`config.mk`:
```
export PLATFORM = sky130hd
export DESIGN_NAME = smsp_core
export DESIGN_NICKNAME = d
export VERILOG_FILES = /design/src/smsp_pkg.sv /design/src/smsp_core.sv /design/src/smsp_fifo.sv
export SDC_FILE = /design/constraint.sdc
export NUM_CORES = 1
export LEC_CHECK = 0
export BUFFER_PORTS_ARGS = -buffer_cell sky130_fd_sc_hd__buf_2
export CELL_PAD_IN_SITES_DETAIL_PLACEMENT = 0
export CELL_PAD_IN_SITES_GLOBAL_PLACEMENT = 2
export CORE_AREA = 2 2 179 181
export CTS_CLUSTER_DIAMETER = 80
export CTS_CLUSTER_SIZE = 16
export DETAILED_ROUTE_END_ITERATION = 6
export DIE_AREA = 0 0 181 183
export PLACE_DENSITY_LB_ADDON = 0.1
export SLEW_MARGIN = 15
export SYNTH_ARGS = -nofsm -noshare
export SYNTH_HDL_FRONTEND = slang
export SYNTH_SLANG_ARGS = --single-unit
```
`constraint.sdc`:
```
create_clock -name clock -period 4.2 [get_ports clock]
set_input_delay 0.84 -clock clock [delete_from_list [all_inputs] [get_ports clock]]
set_output_delay 0.84 -clock clock [all_outputs]
set_load 0.03 [all_outputs]
```
`src/smsp_pkg.sv`:
```
package smsp_pkg;
  // Control word taken from ports
  typedef struct packed {
    logic moduleEnable;
    logic masterSelect;
    logic clockPolarity;
    logic clockPhase;
    logic shiftDirection;
    logic singleWireSelect;
    logic singleWireOutputEnable;
    logic faultDetectEnable;
    logic selectOutputEnable;
    logic [2:0] prescaleField;
    logic [3:0] rateSelectField;
  } smsp_ctrl_t;

  // Pin bundle: out, oe_b per pin
  typedef struct packed {
    logic clkOut;
    logic clkOeB;
    logic mosiOut;
    logic mosiOeB;
    logic misoOut;
    logic misoOeB;
    logic selOut;
    logic selOeB;
  } smsp_pins_t;

  localparam int BYTE_W = 8;
  localparam int FIFO_DEPTH = 32;
  localparam logic [3:0] RATE_MAX = 4'h8;
  localparam logic [3:0] BIT_LAST = 4'hF;
  localparam logic [7:0] SHIFT_RESET = 8'h00;
  localparam logic [15:0] DIV_RESET = 16'h0000;
  localparam logic [3:0] EDGE_RESET = 4'h0;
endpackage

```
`src/smsp_core.sv`:
```
`timescale 1ns/1ns
module smsp_core (
  input wire logic clock,
  input wire logic rst_b,
  input wire logic clockGateSet,
  input wire logic clockGateClear,
  input wire logic deepStop,
  input wire logic lightStop,
  input wire smsp_pkg::smsp_ctrl_t ctrl,
  input wire logic txValid,
  output logic txReady,
  input wire logic [7:0] txData,
  input wire logic rxReadStrobe,
  output logic [7:0] rxByte,
  output logic receiveFullFlag,
  output logic transmitEmptyFlag,
  output logic faultDetectFlag,
  input wire logic faultClear,
  output logic peripheralClockGateReg,
  output logic busy,
  input wire logic clkIn,
  input wire logic mosiIn,
  input wire logic misoIn,
  input wire logic selIn,
  output smsp_pkg::smsp_pins_t pins
);
  typedef enum logic [2:0] {
    ST_IDLE = 3'b001,
    ST_RUN = 3'b010,
    ST_DONE = 3'b100
  } smsp_state_t;

  smsp_state_t state_reg, state_next;
  logic [7:0] shift_reg;
  logic [3:0] edgeCnt_reg;
  logic [15:0] divCnt_reg;
  logic sclk_reg;
  logic [2:0] clkSync_reg;
  logic [1:0] selSync_reg;
  logic [1:0] mosiSync_reg;
  logic [1:0] misoSync_reg;
  logic [7:0] rx_reg;
  logic full_reg;
  logic fault_reg;
  logic gate_reg;
  logic sampled_reg;

  // Active = gated clock on, enabled, not stopped
  wire logic active;
  wire logic enabled;
  wire logic master;
  wire logic fifoValid;
  wire logic [7:0] fifoData;
  wire logic fifoPop;
  wire logic flush;
  wire logic [15:0] divisor;
  wire logic tick;
  wire logic start;
  wire logic sIn;
  wire logic sOut;
  wire logic slaveSel;
  wire logic sRise;
  wire logic sFall;
  wire logic leadEdge;
  wire logic trailEdge;
  wire logic lastEdge;
  wire logic faultIn;
  wire logic runEnd;

  // Light stop halts the block by holding its state; deep stop resets it
  assign active = gate_reg && ctrl.moduleEnable && !lightStop;
  // Pins keep their roles through light stop so the far side sees no edge
  assign enabled = gate_reg && ctrl.moduleEnable;
  assign master = ctrl.masterSelect;
  assign flush = !ctrl.moduleEnable || !gate_reg;

  // Transmit buffer: the FIFO; pop happens at transfer start
  smsp_fifo #(.WIDTH(smsp_pkg::BYTE_W), .DEPTH(smsp_pkg::FIFO_DEPTH))
    txFifo (
    .clock(clock),
    .rst_b(rst_b),
    .flush(flush),
    .inValid(txValid && gate_reg && ctrl.moduleEnable),
    .inReady(txReady),
    .inData(txData),
    .outValid(fifoValid),
    .outReady(fifoPop),
    .outData(fifoData)
  );

  // Divisor = (prescale+1) * 2^rate, rate capped at RATE_MAX; it is the half-period count
  assign divisor = 16'((16'(ctrl.prescaleField) + 16'h0001)
    << ((ctrl.rateSelectField > smsp_pkg::RATE_MAX) ?
        smsp_pkg::RATE_MAX : ctrl.rateSelectField));
  assign tick = (divCnt_reg >= divisor - 16'h0001);

  // Synchronised slave pins; first stage read only by second stage
  assign slaveSel = !selSync_reg[1] && !master;
  assign sRise = clkSync_reg[1] && !clkSync_reg[2];
  assign sFall = !clkSync_reg[1] && clkSync_reg[2];

  // Polarity flips which pin edge is the leading one
  assign leadEdge = master ? tick :
    (ctrl.clockPolarity ? sFall : sRise);
  assign trailEdge = master ? tick :
    (ctrl.clockPolarity ? sRise : sFall);
  assign lastEdge = edgeCnt_reg == smsp_pkg::BIT_LAST;

  // Data in: master reads master-in, slave reads master-out; single-wire
  // uses the shared line. Master samples its own clock's timing, so a
  // synchroniser there would cost two cycles and break the fastest rates
  assign sIn = master ?
    (ctrl.singleWireSelect ? mosiIn : misoIn) :
    (ctrl.singleWireSelect ? misoSync_reg[1] : mosiSync_reg[1]);
  assign sOut = ctrl.shiftDirection ? shift_reg[0] : shift_reg[7];

  assign faultIn = master && ctrl.faultDetectEnable &&
    !ctrl.selectOutputEnable && !selSync_reg[1];

  assign start = (state_reg == ST_IDLE) && active && fifoValid &&
    (master ? !faultIn : slaveSel);
  assign fifoPop = start;
  assign runEnd = (state_reg == ST_RUN) && lastEdge &&
    (master ? tick : (edgeCnt_reg[0] ? trailEdge : leadEdge));

  always_comb begin
    state_next = state_reg;
    unique case (state_reg)
      ST_IDLE: begin
        if (start) begin
          state_next = ST_RUN;
        end
      end
      ST_RUN: begin
        if (!active || (!master && !slaveSel) || faultIn) begin
          state_next = ST_IDLE;
        end else if (runEnd) begin
          state_next = ST_DONE;
        end
      end
      ST_DONE: begin
        state_next = ST_IDLE;
      end
    endcase
  end

  always_ff @(posedge clock or negedge rst_b) begin
    if (!rst_b) begin
      gate_reg <= 1'b0;
    end else if (deepStop) begin
      gate_reg <= 1'b0;
    end else if (clockGateSet) begin
      gate_reg <= 1'b1;
    end else if (clockGateClear) begin
      gate_reg <= 1'b0;
    end
  end

  always_ff @(posedge clock or negedge rst_b) begin
    if (!rst_b) begin
      clkSync_reg <= 3'h0;
      selSync_reg <= 2'h3;
      mosiSync_reg <= 2'h0;
      misoSync_reg <= 2'h0;
    end else begin
      clkSync_reg <= {clkSync_reg[1:0], clkIn};
      selSync_reg <= {selSync_reg[0], selIn};
      mosiSync_reg <= {mosiSync_reg[0], mosiIn};
      misoSync_reg <= {misoSync_reg[0], misoIn};
    end
  end

  always_ff @(posedge clock or negedge rst_b) begin
    if (!rst_b) begin
      state_reg <= ST_IDLE;
      divCnt_reg <= smsp_pkg::DIV_RESET;
    end else if (deepStop || flush) begin
      state_reg <= ST_IDLE;
      divCnt_reg <= smsp_pkg::DIV_RESET;
    end else if (!lightStop) begin
      state_reg <= state_next;
      divCnt_reg <= (state_reg != ST_RUN || tick) ? smsp_pkg::DIV_RESET :
        divCnt_reg + 16'h0001;
    end
  end

  // Sixteen half-bit edges make one byte; odd edges trail
  always_ff @(posedge clock or negedge rst_b) begin
    if (!rst_b) begin
      shift_reg <= smsp_pkg::SHIFT_RESET;
      edgeCnt_reg <= smsp_pkg::EDGE_RESET;
      sclk_reg <= 1'b0;
      sampled_reg <= 1'b0;
    end else if (start) begin
      shift_reg <= fifoData;
      edgeCnt_reg <= smsp_pkg::EDGE_RESET;
      sclk_reg <= 1'b0;
    end else if (state_reg == ST_RUN && active) begin
      if (master ? tick : (edgeCnt_reg[0] ? trailEdge : leadEdge)) begin
        edgeCnt_reg <= edgeCnt_reg + 4'h1;
        sclk_reg <= !sclk_reg;
        // Phase 0 samples on even edges, phase 1 on odd edges
        if (edgeCnt_reg[0] == ctrl.clockPhase) begin
          sampled_reg <= sIn;
        end else if (edgeCnt_reg != 4'h0) begin
          // Edge 0 never shifts: the first bit must still be on the line
          shift_reg <= ctrl.shiftDirection ?
            {sampled_reg, shift_reg[7:1]} :
            {shift_reg[6:0], sampled_reg};
        end
        if (lastEdge && !ctrl.clockPhase) begin
          shift_reg <= ctrl.shiftDirection ?
            {sampled_reg, shift_reg[7:1]} : {shift_reg[6:0], sampled_reg};
        end
      end
    end else if (state_reg != ST_RUN) begin
      sclk_reg <= 1'b0;
      edgeCnt_reg <= smsp_pkg::EDGE_RESET;
    end
  end

  // Phase 1 final sample lands on last edge; merge it on completion
  always_ff @(posedge clock or negedge rst_b) begin
    if (!rst_b) begin
      rx_reg <= smsp_pkg::SHIFT_RESET;
      full_reg <= 1'b0;
      fault_reg <= 1'b0;
    end else if (deepStop || flush) begin
      full_reg <= 1'b0;
      fault_reg <= 1'b0;
    end else begin
      if (state_reg == ST_DONE) begin
        rx_reg <= ctrl.clockPhase ? (ctrl.shiftDirection ?
          {sampled_reg, shift_reg[7:1]} : {shift_reg[6:0], sampled_reg}) :
          shift_reg;
        full_reg <= 1'b1;
      end else if (rxReadStrobe) begin
        full_reg <= 1'b0;
      end
      // Set wins over a same-cycle clear
      if (faultIn && (state_reg != ST_DONE)) begin
        fault_reg <= 1'b1;
      end else if (faultClear) begin
        fault_reg <= 1'b0;
      end
    end
  end

  // Pin routing: oe_b low means this block drives the pin
  wire logic drvClk;
  wire logic drvMosi;
  wire logic drvMiso;
  wire logic drvSel;
  assign drvClk = enabled && master;
  assign drvMosi = enabled && master &&
    (!ctrl.singleWireSelect || ctrl.singleWireOutputEnable);
  assign drvMiso = enabled && !master && slaveSel &&
    (!ctrl.singleWireSelect || ctrl.singleWireOutputEnable);
  assign drvSel = enabled && master && ctrl.faultDetectEnable &&
    ctrl.selectOutputEnable;
  assign pins.clkOut = sclk_reg ^ ctrl.clockPolarity;
  assign pins.clkOeB = !drvClk;
  assign pins.mosiOut = sOut;
  assign pins.mosiOeB = !drvMosi;
  assign pins.misoOut = sOut;
  assign pins.misoOeB = !drvMiso;
  assign pins.selOut = state_reg == ST_IDLE;
  assign pins.selOeB = !drvSel;

  assign rxByte = rx_reg;
  assign receiveFullFlag = full_reg;
  assign transmitEmptyFlag = !fifoValid;
  assign faultDetectFlag = fault_reg;
  assign peripheralClockGateReg = gate_reg;
  assign busy = state_reg != ST_IDLE;
endmodule // smsp_core

```
`src/smsp_fifo.sv`:
```
`timescale 1ns/1ns
module smsp_fifo #(
  parameter int WIDTH = 8,
  parameter int DEPTH = 32
) (
  input wire logic clock,
  input wire logic rst_b,
  input wire logic flush,
  input wire logic inValid,
  output logic inReady,
  input wire logic [WIDTH-1:0] inData,
  output logic outValid,
  input wire logic outReady,
  output logic [WIDTH-1:0] outData
);
  localparam int AW = $clog2(DEPTH);
  logic [WIDTH-1:0] mem [DEPTH];
  logic [AW:0] wrPtr_reg;
  logic [AW:0] rdPtr_reg;
  wire logic doWrite;
  wire logic doRead;
  assign inReady = (wrPtr_reg - rdPtr_reg) != (AW+1)'(DEPTH);
  assign outValid = wrPtr_reg != rdPtr_reg;
  assign doWrite = inValid && inReady && !flush;
  assign doRead = outValid && outReady && !flush;
  assign outData = mem[rdPtr_reg[AW-1:0]];
  always_ff @(posedge clock) begin
    if (doWrite) begin
      mem[wrPtr_reg[AW-1:0]] <= inData;
    end
  end
  always_ff @(posedge clock or negedge rst_b) begin
    if (!rst_b) begin
      wrPtr_reg <= '0;
      rdPtr_reg <= '0;
    end else if (flush) begin
      wrPtr_reg <= '0;
      rdPtr_reg <= '0;
    end else begin
      wrPtr_reg <= wrPtr_reg + (AW+1)'(doWrite);
      rdPtr_reg <= rdPtr_reg + (AW+1)'(doRead);
    end
  end
endmodule // smsp_fifo

```
# == Yosys cells after proc, flatten, opt, wreduce, memory -nomap -nowiden ==
# Memory sizes are Yosys's and may differ from the RTL's.
# Cells that the tools add are included.
# word_totals
reg_bits,65
latch_bits,0
mem_bits_rw,256
romBits,0
mem_count,1
# memory_table
name,words,word_bits,read_ports,rd_clocked_by_memory_dff,wr,line,rtl
txFifo.mem,32,8,1,0,1,smsp_fifo.sv:17,logic [WIDTH-1:0] mem [DEPTH];
# op_classes
add_sub_neg,7
n_mul,0
n_div,0
n_lt_le_gt_ge,2
eq_ne,15
shifts,1
muxes,48
bitwise,3
reduce_logical,69
# ops
operator,count
8-bit two-way mux,8
16-bit two-way mux,3
1-bit logical AND,30
1-bit two-way mux,24
1-bit logical NOT,20
4-bit two-way mux,5
"16-bit by 1-bit adder with 16-bit output, second input constant",1
16-bit greater-or-equal comparator,1
4-bit by 4-bit left shift with 16-bit output,1
"16-bit by 1-bit subtractor with 16-bit output, second input constant",1
3-bit two-way mux,5
3-bit nonzero test,5
6-bit by 1-bit adder with 6-bit output,2
6-bit two-way mux,2
"3-bit by 1-bit inequality test with 1-bit output, second input constant",3
3-bit case mux with 3 select lines,1
4-bit AND reduction,2
1-bit logical OR,6
"3-bit by 2-bit inequality test with 1-bit output, second input constant",2
6-bit inequality test,1
"6-bit inequality test, second input constant",1
6-bit subtractor,1
"3-bit by 1-bit adder with 4-bit output, second input constant",1
"4-bit by 1-bit adder with 4-bit output, second input constant",1
15 further kinds,18

# == Longest topological paths before layout ==
# Gate-level depths: netlist (run 1).
# logic_depth
depth_word,12
mapped_depth,20

# == Modules after synthesis ==
# From an unflattened synthesis (run 1), not the netlist that was laid out.
# unflattened
hier_cells,1032
area_unflattened_um2,14701.6
# by_module_without_submodules
module,n_inst,cells_per_inst,area_each_um2
smsp_fifo,1,611,10951.8
smsp_core,1,421,3749.8

# == Worst setup path before layout (run 1) ==
# OpenSTA, ideal clock, no wires.
# synth_path
path_type,input -> register
from,input ctrl[3] (netlist bit)
to,register shift_reg[0]
setup_time_ns,0.139
arrival_ns,4.980
t_required_ns,4.061
slack_ns,-0.918
stages,19
cell_sequence,clkbuf_1 clkbuf_1 or2_2 or4_1 ha_1 and2_1 a31oi_1 nor3_1 nand2_1 xnor2_1 ha_1 nand2_1 or3_1 a2111oi_1 nor4_1 or4_1 buf_2 mux2i_1 o21ai_0
# synth_via
elab_chain_len,8
# synth_lines
element,line,rtl
"start, declared",smsp_core.sv:9,"input wire smsp_pkg::smsp_ctrl_t ctrl,"
4-bit > comparator,smsp_core.sv:93,<< ((ctrl.rateSelectField > smsp_pkg::RATE_MAX) ?
4-bit two-way mux *,smsp_core.sv:93,
4-bit by 4-bit left shift with 16-bit output *,smsp_core.sv:92,assign divisor = 16'((16'(ctrl.prescaleField) + 16'h0001)
16-bit by 1-bit subtractor with 16-bit output *,smsp_core.sv:95,assign tick = (divCnt_reg >= divisor - 16'h0001);
16-bit greater-or-equal comparator *,smsp_core.sv:95,
1-bit two-way mux *,smsp_core.sv:199,if (master ? tick : (edgeCnt_reg[0] ? trailEdge : leadEdge)) begin
2-bit nonzero test (no line) *,n/a,
4-bit AND reduction (no line) *,n/a,
"end signal, assigned",smsp_core.sv:195,shift_reg <= fifoData;
"end signal, assigned",smsp_core.sv:207,shift_reg <= ctrl.shiftDirection ?
"end signal, assigned",smsp_core.sv:212,shift_reg <= ctrl.shiftDirection ?
"end, declared",smsp_core.sv:34,logic [7:0] shift_reg;
# Every way passes the cells marked *; elsewhere a longest branch is shown, timed or not.
# A chain may end at the register's enable or synchronous reset.

# == Final worst setup path (run 1) ==
# layout_path
from,input ctrl[5] (netlist bit)
to,register shift_reg[5]
# layout_via
elab_chain_len,7
# layout_lines
element,line
3-bit by 1-bit adder with 4-bit output,smsp_core.sv:92
4-bit by 4-bit left shift with 16-bit output,smsp_core.sv:92
16-bit by 1-bit subtractor with 16-bit output,smsp_core.sv:95
16-bit greater-or-equal comparator,smsp_core.sv:95
1-bit two-way mux,smsp_core.sv:199
2-bit nonzero test (no line),n/a
4-bit AND reduction (no line),n/a
# Every way passes these cells.

==> impl_metrics.csv, run 1 <==
group,metric,value,unit
global_routing,grtUsageMet3,2.98,%
setup_path,end_kind,"register",
sta,drv_slew,0,
cts,max-clock-path-buffers,3,
synthesis,synth_ff_type,"edfxtp_1",
sta,rsz0062_at_grt,"yes",
setup_path,start_kind,"input pin",
floorplanning,io_pins,59,
placement,placed_cells,1395,
synthesis,syn_nets,957,
final_layout,post-route-cell-area,0.0165,mm^2
power,p_leak,5.86,nW
synthesis,async_flop_share,20.2,%
synthesis,ys_ff_latch,321,
cts,numCtsBuffers,25,
setup_path,worstPathMaxFanout,8,
sta,fin_crit,4.11,ns
global_routing,track_usage,19.0,%
global_routing,grt_pass1_wl,48600,um
synthesis,ys_warn_count,0,
power,power.density,364,mW/mm^2
final_layout,fin_util,52.8,%
setup_path,required,4.61,ns
synthesis,ys_types,68,
drt,drt_iter0_drc,464,
power,peakVddDrop,0.347,mV
synthesis,synthCells,890,
drt,route.detailed.drc,0,
synthesis,synth-seq-area-share,65.5,%
final_layout,n_fill_cell,2613,
power,power,6.00,mW
drt,wirelength,30700,um
sta,min_period_over_period,97.8,%
global_routing,grt_pass1_vias,8435,
status,outcome,"finished clean",
drt,wl_per_cell,21.4,um
floorplanning,die_w,181,um
final_layout,antenna_cells,0,
setup_path,setup.worst_path.class,"in -> reg",
placement,postPlaceCellArea,0.0156,mm^2
cts,tritoncts,"yes",
global_routing,use_met2,32.2,%
global_routing,antenna_found_initial,0,
drt,firstDrtPassIters,5,
placement,hpwlAfterDp,20900,um
global_routing,top_usage_layer,"met2",
floorplanning,die_y,183,um
setup_path,arrival,4.52,ns
floorplanning,core-area,0.0312,mm^2
sta,slew_headroom,33.3,%
final_layout,largest_reg_flops,256,
cts,hold_buffers,0,
final_layout,synthToLayoutAreaGrowth,16.0,%
floorplanning,rows,65,
drt,vias,8053,
drt,drt-vias-per-instance,5.62,
sta,max_freq,243,MHz
floorplanning,fp.dieArea,0.0331,mm^2
global_routing,grt_util_met1,26.0,%
cts,cts-htree-levels,1,
cts,root_buffer,"clkbuf_16",
synthesis,synth_edf_count,256,
cts,clk_pin_slew,0.07,ns
cts,insertion_delay,0.55,ns
floorplanning,start_util,45.6,%
run,max-cap-violations,0,
drt,postRouteAntennaNets,0,
placement,io_buffers,58,
sta,tightest_slew,0.975,ns
final_layout,fin_nets,1089,
cts,clock_sinks,321,
sta,skew,0.0159,ns
worst_hold_path,hp-class,"reg -> reg",
sta,hold_viol,0,
final_layout,layout.cells.non_filler,1432,
sta,setup_violations,0,
global_routing,grt_max_degree,67,
synthesis,syn_area,0.0142,mm^2
synthesis,synth.avg_cell_area,16.0,um^2
final_layout,final_layout_size_suffix_gt1_share,31.3,%
global_routing,overflow,0,
placement,place.gp.congestion,0.785,
## cell families (layout without fill, tap and decap cells)
family          count (synthesis)  after routing  share of synthesized area, %
simple gates                  238            238                          8.49
buf+inv                        61            201                          1.84
fa+ha+maj                      30             30                          2.64
flops                         321            321                          65.5
xor+xnor                       27             27                          1.76
mux                           112            112                          15.1
compound gates                101            101                          4.71
## cell type report
class                   count  area [um^2]  area share (%)
clock buffers              30          644            3.90
clock inverters             5         82.6           0.500
inverters                  19         71.3           0.432
multi-input cells         508         4880            29.5
flip-flops and latches    321         9320            56.5
well taps                 402          503            3.05
repair buffers            147         1000            6.08
## synthesized netlist by cell type (all sizes together) (3+ instances only)
| master | n | share of area, % |
|---|---|---|
| or3 | 8 | 0.35 |
| clkbuf | 28 | 0.74 |
| and3 | 13 | 0.57 |
| inv | 19 | 0.50 |
| nor4 | 7 | 0.41 |
| nand3 | 19 | 0.67 |
| o31ai | 3 | 0.16 |
| edfxtp | 256 | 54 |
| o21a | 5 | 0.26 |
| o21ai | 41 | 1.6 |
| a2111oi | 3 | 0.20 |
| nor2b | 4 | 0.18 |
| nor3 | 9 | 0.35 |
| nand3b | 3 | 0.16 |
| a21oi | 14 | 0.49 |
| buf | 14 | 0.60 |
| xnor2 | 16 | 0.98 |
| dfrtp | 62 | 11 |
| mux4 | 81 | 13 |
| dfstp | 3 | 0.55 |
| a22oi | 9 | 0.47 |
| nand4 | 7 | 0.31 |
| mux2i | 21 | 1.5 |
| or4 | 3 | 0.16 |
| or2 | 3 | 0.13 |
| a211oi | 4 | 0.21 |
| nor3b | 7 | 0.37 |
| or3b | 3 | 0.18 |
| nand2 | 53 | 1.4 |
| xor2 | 10 | 0.62 |
| nor2 | 71 | 1.9 |
| and2 | 4 | 0.18 |
| nand2b | 17 | 0.75 |
| mux2 | 10 | 0.79 |
| ha | 30 | 2.6 |
## where the power goes
part	total, mW	internal (mW)	switching, mW
clock network	2.26	1.16	1.10
logic	0.297	0.124	0.173
registers	3.45	3.44	0.00523
## path summary, 6_finish.rpt
kind | slack (ns) | startpoint | to | cells after the start
setup reg to reg | 0.98 | txFifo.rdPtr_reg[4] | txFifo.mem[2][0] | 11
setup / recovery | 0.09 | ctrl[5] | shift_reg[5] | 17
min in group asynchronous | 0.47 | rst_b | edgeCnt_reg[0] | 2
hold / removal | 0.36 | selSync_reg[0] | selSync_reg[1] | 0
hold reg to reg | 0.36 | selSync_reg[0] | selSync_reg[1] | 0
max in group asynchronous | 3.08 | rst_b | txFifo.rdPtr_reg[0] | 2
## metrics by stage
step / worst slack (ns) / TNS [ns] / hold slack [ns]
2_1_floorplan: -0.397 / -4.99 / 0.331
3_5_place_dp: -0.809 / -17.66 / 0.345
6_report: 0.0929 / 0 / 0.357
4_1_cts: 0.00108 / 0 / 0.358
3_3_place_gp: -0.663 / -15.84 / 0.337
5_1_grt: -0.0426 / -0.138 / 0.364
## placed cells by master, fill, tap and decap left out, types with 4 or more instances in the layout
cell type,synthesis,final
xor2_1,10,9
inv_1,18,18
nand2_1,53,53
xnor2_1,16,16
o21ai_2,7,7
mux4_2,81,81
and3_1,13,12
o21ai_1,11,16
o21a_1,5,5
or3_1,8,7
edfxtp_1,256,256
nor3b_1,7,5
clkbuf_16,0,25
buf_4,2,86
mux2_2,10,10
dfrtp_1,62,60
nand2b_1,17,16
clkbuf_1,28,5
nor2_1,71,71
nand4_1,7,7
nor4_1,6,4
ha_1,30,28
buf_2,2,56
mux2i_1,21,20
a21oi_1,14,11
a22oi_1,9,9
o21ai_0,23,18
nor3_1,8,5
nand3_1,19,19
## critical path: stages
cell	delay [ns]
buf_8	0.10
ha_4	0.28
nor2b_4	0.17
a21oi_2	0.06
or4b_4	0.50
o41ai_4	0.07
nand2b_4	0.19
and3b_2	0.23
xor2_1	0.15
ha_1	0.31
nand2_1	0.07
or3_4	0.36
a2111oi_4	0.28
nor4_4	0.06
or4_4	0.52
mux2i_2	0.22
o21ai_1	0.09
## metal layers
layer	routed length, um	up-vias
met2	15000	177
met1	13400	4109
met5	0	-
met4	852	0
met3	1430	41
li1	-	3726
## repair_timing
item                       4_1_cts  5_1_grt
gates resized for setup         22        9
setup endpoints to repair       13       29
setup buffers                    2        2
pin swaps                        5        6
Note: power is estimated with default switching activity, not from simulation.
==> run 2, diff against run 1 <==
--- a/config.mk
+++ b/config.mk
@@ -6,14 +6,12 @@
 export NUM_CORES = 1
 export LEC_CHECK = 0
 export BUFFER_PORTS_ARGS = -buffer_cell sky130_fd_sc_hd__buf_2
-export CELL_PAD_IN_SITES_DETAIL_PLACEMENT = 0
-export CELL_PAD_IN_SITES_GLOBAL_PLACEMENT = 2
-export CORE_AREA = 2 2 179 181
+export CORE_AREA = 2 2 155 157
 export CTS_CLUSTER_DIAMETER = 80
 export CTS_CLUSTER_SIZE = 16
 export DETAILED_ROUTE_END_ITERATION = 6
-export DIE_AREA = 0 0 181 183
-export PLACE_DENSITY_LB_ADDON = 0.1
+export DIE_AREA = 0 0 157 159
+export PLACE_DENSITY = 0.79
 export SLEW_MARGIN = 15
 export SYNTH_ARGS = -nofsm -noshare
 export SYNTH_HDL_FRONTEND = slang
==> impl_metrics.csv, run 2 (synthesis results as in run 1) <==
group,metric,value,unit
status,outcome,"finished clean",
setup_path,slowest_delay,0.62,ns
placement,post-place-ws,-0.799,ns
floorplanning,rows,56,
sta,min_period_over_period,100,%
drt,drt_iter0_drc,544,
setup_path,worstPathMaxFanout,8,
final_layout,antenna_cells,0,
final_layout,final_cell_mix,"256 x edfxtp_1, 89 x buf_4, 81 x mux4_2, 71 x nor2_1, 60 x dfrtp_1",
global_routing,grt_pass1_wl,46200,um
sta,rsz0062_at_grt,"yes",
drt,wl_per_cell,22.0,um
final_layout,post-route-cell-area,0.0163,mm^2
cts,cts-htree-levels,1,
sta,timing.setup.tns,0,ns
floorplanning,die_y,159,um
run,max-cap-violations,0,
setup_path,crit_family,"simple AND/OR/NAND/NOR gates",
setup_path,end_kind,"register",
sta,setup_violations,0,
sta,max_freq,238,MHz
setup_path,worstReg2RegStart,"txFifo.rdPtr_reg[4]",
power,peakVddDrop,0.287,mV
setup_path,arrival,4.61,ns
sta,hold_viol,0,
final_layout,largest_reg_flops,256,
setup_path,worst-path-buf-inv,3,
final_layout,final-seq-area,0.00932,mm^2
cts,clock_sinks,321,
global_routing,antenna_found_initial,0,
sta,slew_headroom,38.1,%
drt,postRouteAntennaNets,0,
drt,firstDrtPassIters,5,
final_layout,multi_input_area,0.00488,mm^2
final_layout,final_layout_size_suffix_gt1_share,31.2,%
drt,wirelength,29700,um
final_layout,fin_nets,1090,
drt,vias,8264,
worst_hold_path,hp-class,"reg -> reg",
setup_path,start_kind,"input pin",
cts,clk_pin_slew,0.07,ns
cts,tritoncts,"yes",
final_layout,n_fill_cell,1434,
sta,tightest_slew,0.929,ns
global_routing,overflow,0,
cts,root_buffer,"clkbuf_16",
sta,fin_ws,0.00152,ns
setup_path,cp_slowest_cell,"or4_4",
placement,placed_cells,1315,
cts,numCtsBuffers,24,
sta,hold_ws,0.352,ns
floorplanning,start_util,61.4,%
placement,postPlaceCellArea,0.0155,mm^2
sta,drv_slew,0,
global_routing,grt_pass1_vias,8322,
sta,fin_crit,4.20,ns
placement,place.gp.congestion,0.856,
drt,drt-vias-per-instance,6.13,
floorplanning,io_pins,59,
worst_hold_path,hp-start,"mosiSync_reg[0]",
floorplanning,fp.dieArea,0.0250,mm^2
final_layout,layout.cells.non_filler,1349,
setup_path,setup.worst_path.class,"in -> reg",
cts,insertion_delay,0.54,ns
final_layout,synthToLayoutAreaGrowth,14.9,%
sta,skew,0.0137,ns
setup_path,crit_start,"ctrl[4]",
setup_path,cp_cell_sequence,"buf_6 -> ha_4 -> nor2b_4 -> a21oi_2 -> or3_4 -> ha_4 -> and2_4 -> a31oi_4 -> buf_6 -> nor4_2 -> xnor2_1 -> ha_1 -> nand2_1 -> or3_4 -> buf_4 -> o22ai_2 -> nor4_4 -> or4_4 -> mux2i_1 -> o21ai_1",
drt,route.detailed.drc,0,
power,power.density,356,mW/mm^2
global_routing,grt_max_degree,67,
power,p_leak,5.85,nW
setup_path,required,4.61,ns
cts,max-clock-path-buffers,3,
placement,io_buffers,58,
floorplanning,core-area,0.0232,mm^2
placement,hpwlAfterDp,19200,um
final_layout,final_common_cell,"edfxtp_1",
floorplanning,die_w,157,um
global_routing,track_usage,24.2,%
==> run 2: metal layers <==
| metal | track usage (%) | wire (um) | vias to the layer above |
|---|---|---|---|
| li1 | - | - | 3726 |
| met4 | 6.51 | 907 | 0 |
| met1 | 33.3 | 12300 | 4196 |
| met2 | 40.4 | 14700 | 282 |
| met5 | 0 | 0 | - |
| met3 | 4.19 | 1760 | 60 |
==> run 2: power breakdown <==
| part | switching (mW) | internal (mW) |
|---|---|---|
| Combinational | 0.173 | 0.123 |
| Sequential | 0.00526 | 3.44 |
| Clock | 1.02 | 1.05 |
==> run 2: area by class of cell <==
| class | count | area share (%) |
|---|---|---|
| repair buffers | 149 | 6.13 |
| flip-flops and latches | 321 | 57.0 |
| clock buffers | 29 | 3.79 |
| inverters | 19 | 0.436 |
| multi-input cells | 508 | 29.8 |
| well taps | 319 | 2.44 |
| clock inverters | 4 | 0.322 |
==> run 2: path summary, 6_finish.rpt <==
check	end	cells after the start	slack [ns]
min in group asynchronous	rxByte[6]	1	0.38
max in group asynchronous	selSync_reg[0]	2	2.89
setup reg to reg	txFifo.mem[8][2]	9	0.97
hold reg to reg	mosiSync_reg[1]	0	0.35
hold / removal	mosiSync_reg[1]	0	0.35
setup / recovery	shift_reg[4]	20	0.002
==> run 2: stage by stage <==
step	util, %	total power [mW]
detailed placement	67.0	3.79
global route	70.5	5.99
floorplan	-	3.65
finish	70.5	5.82
CTS	70.4	5.85
global placement	67.0	3.78
==> run 2: timing repair <==
action,4_1_cts,5_1_grt
setup endpoints to repair,15,19
hold endpoints to repair,0,0
cloned,0,0
gates resized for setup,26,7
setup buffers,2,0
pin swaps,11,6
hold buffers,0,0
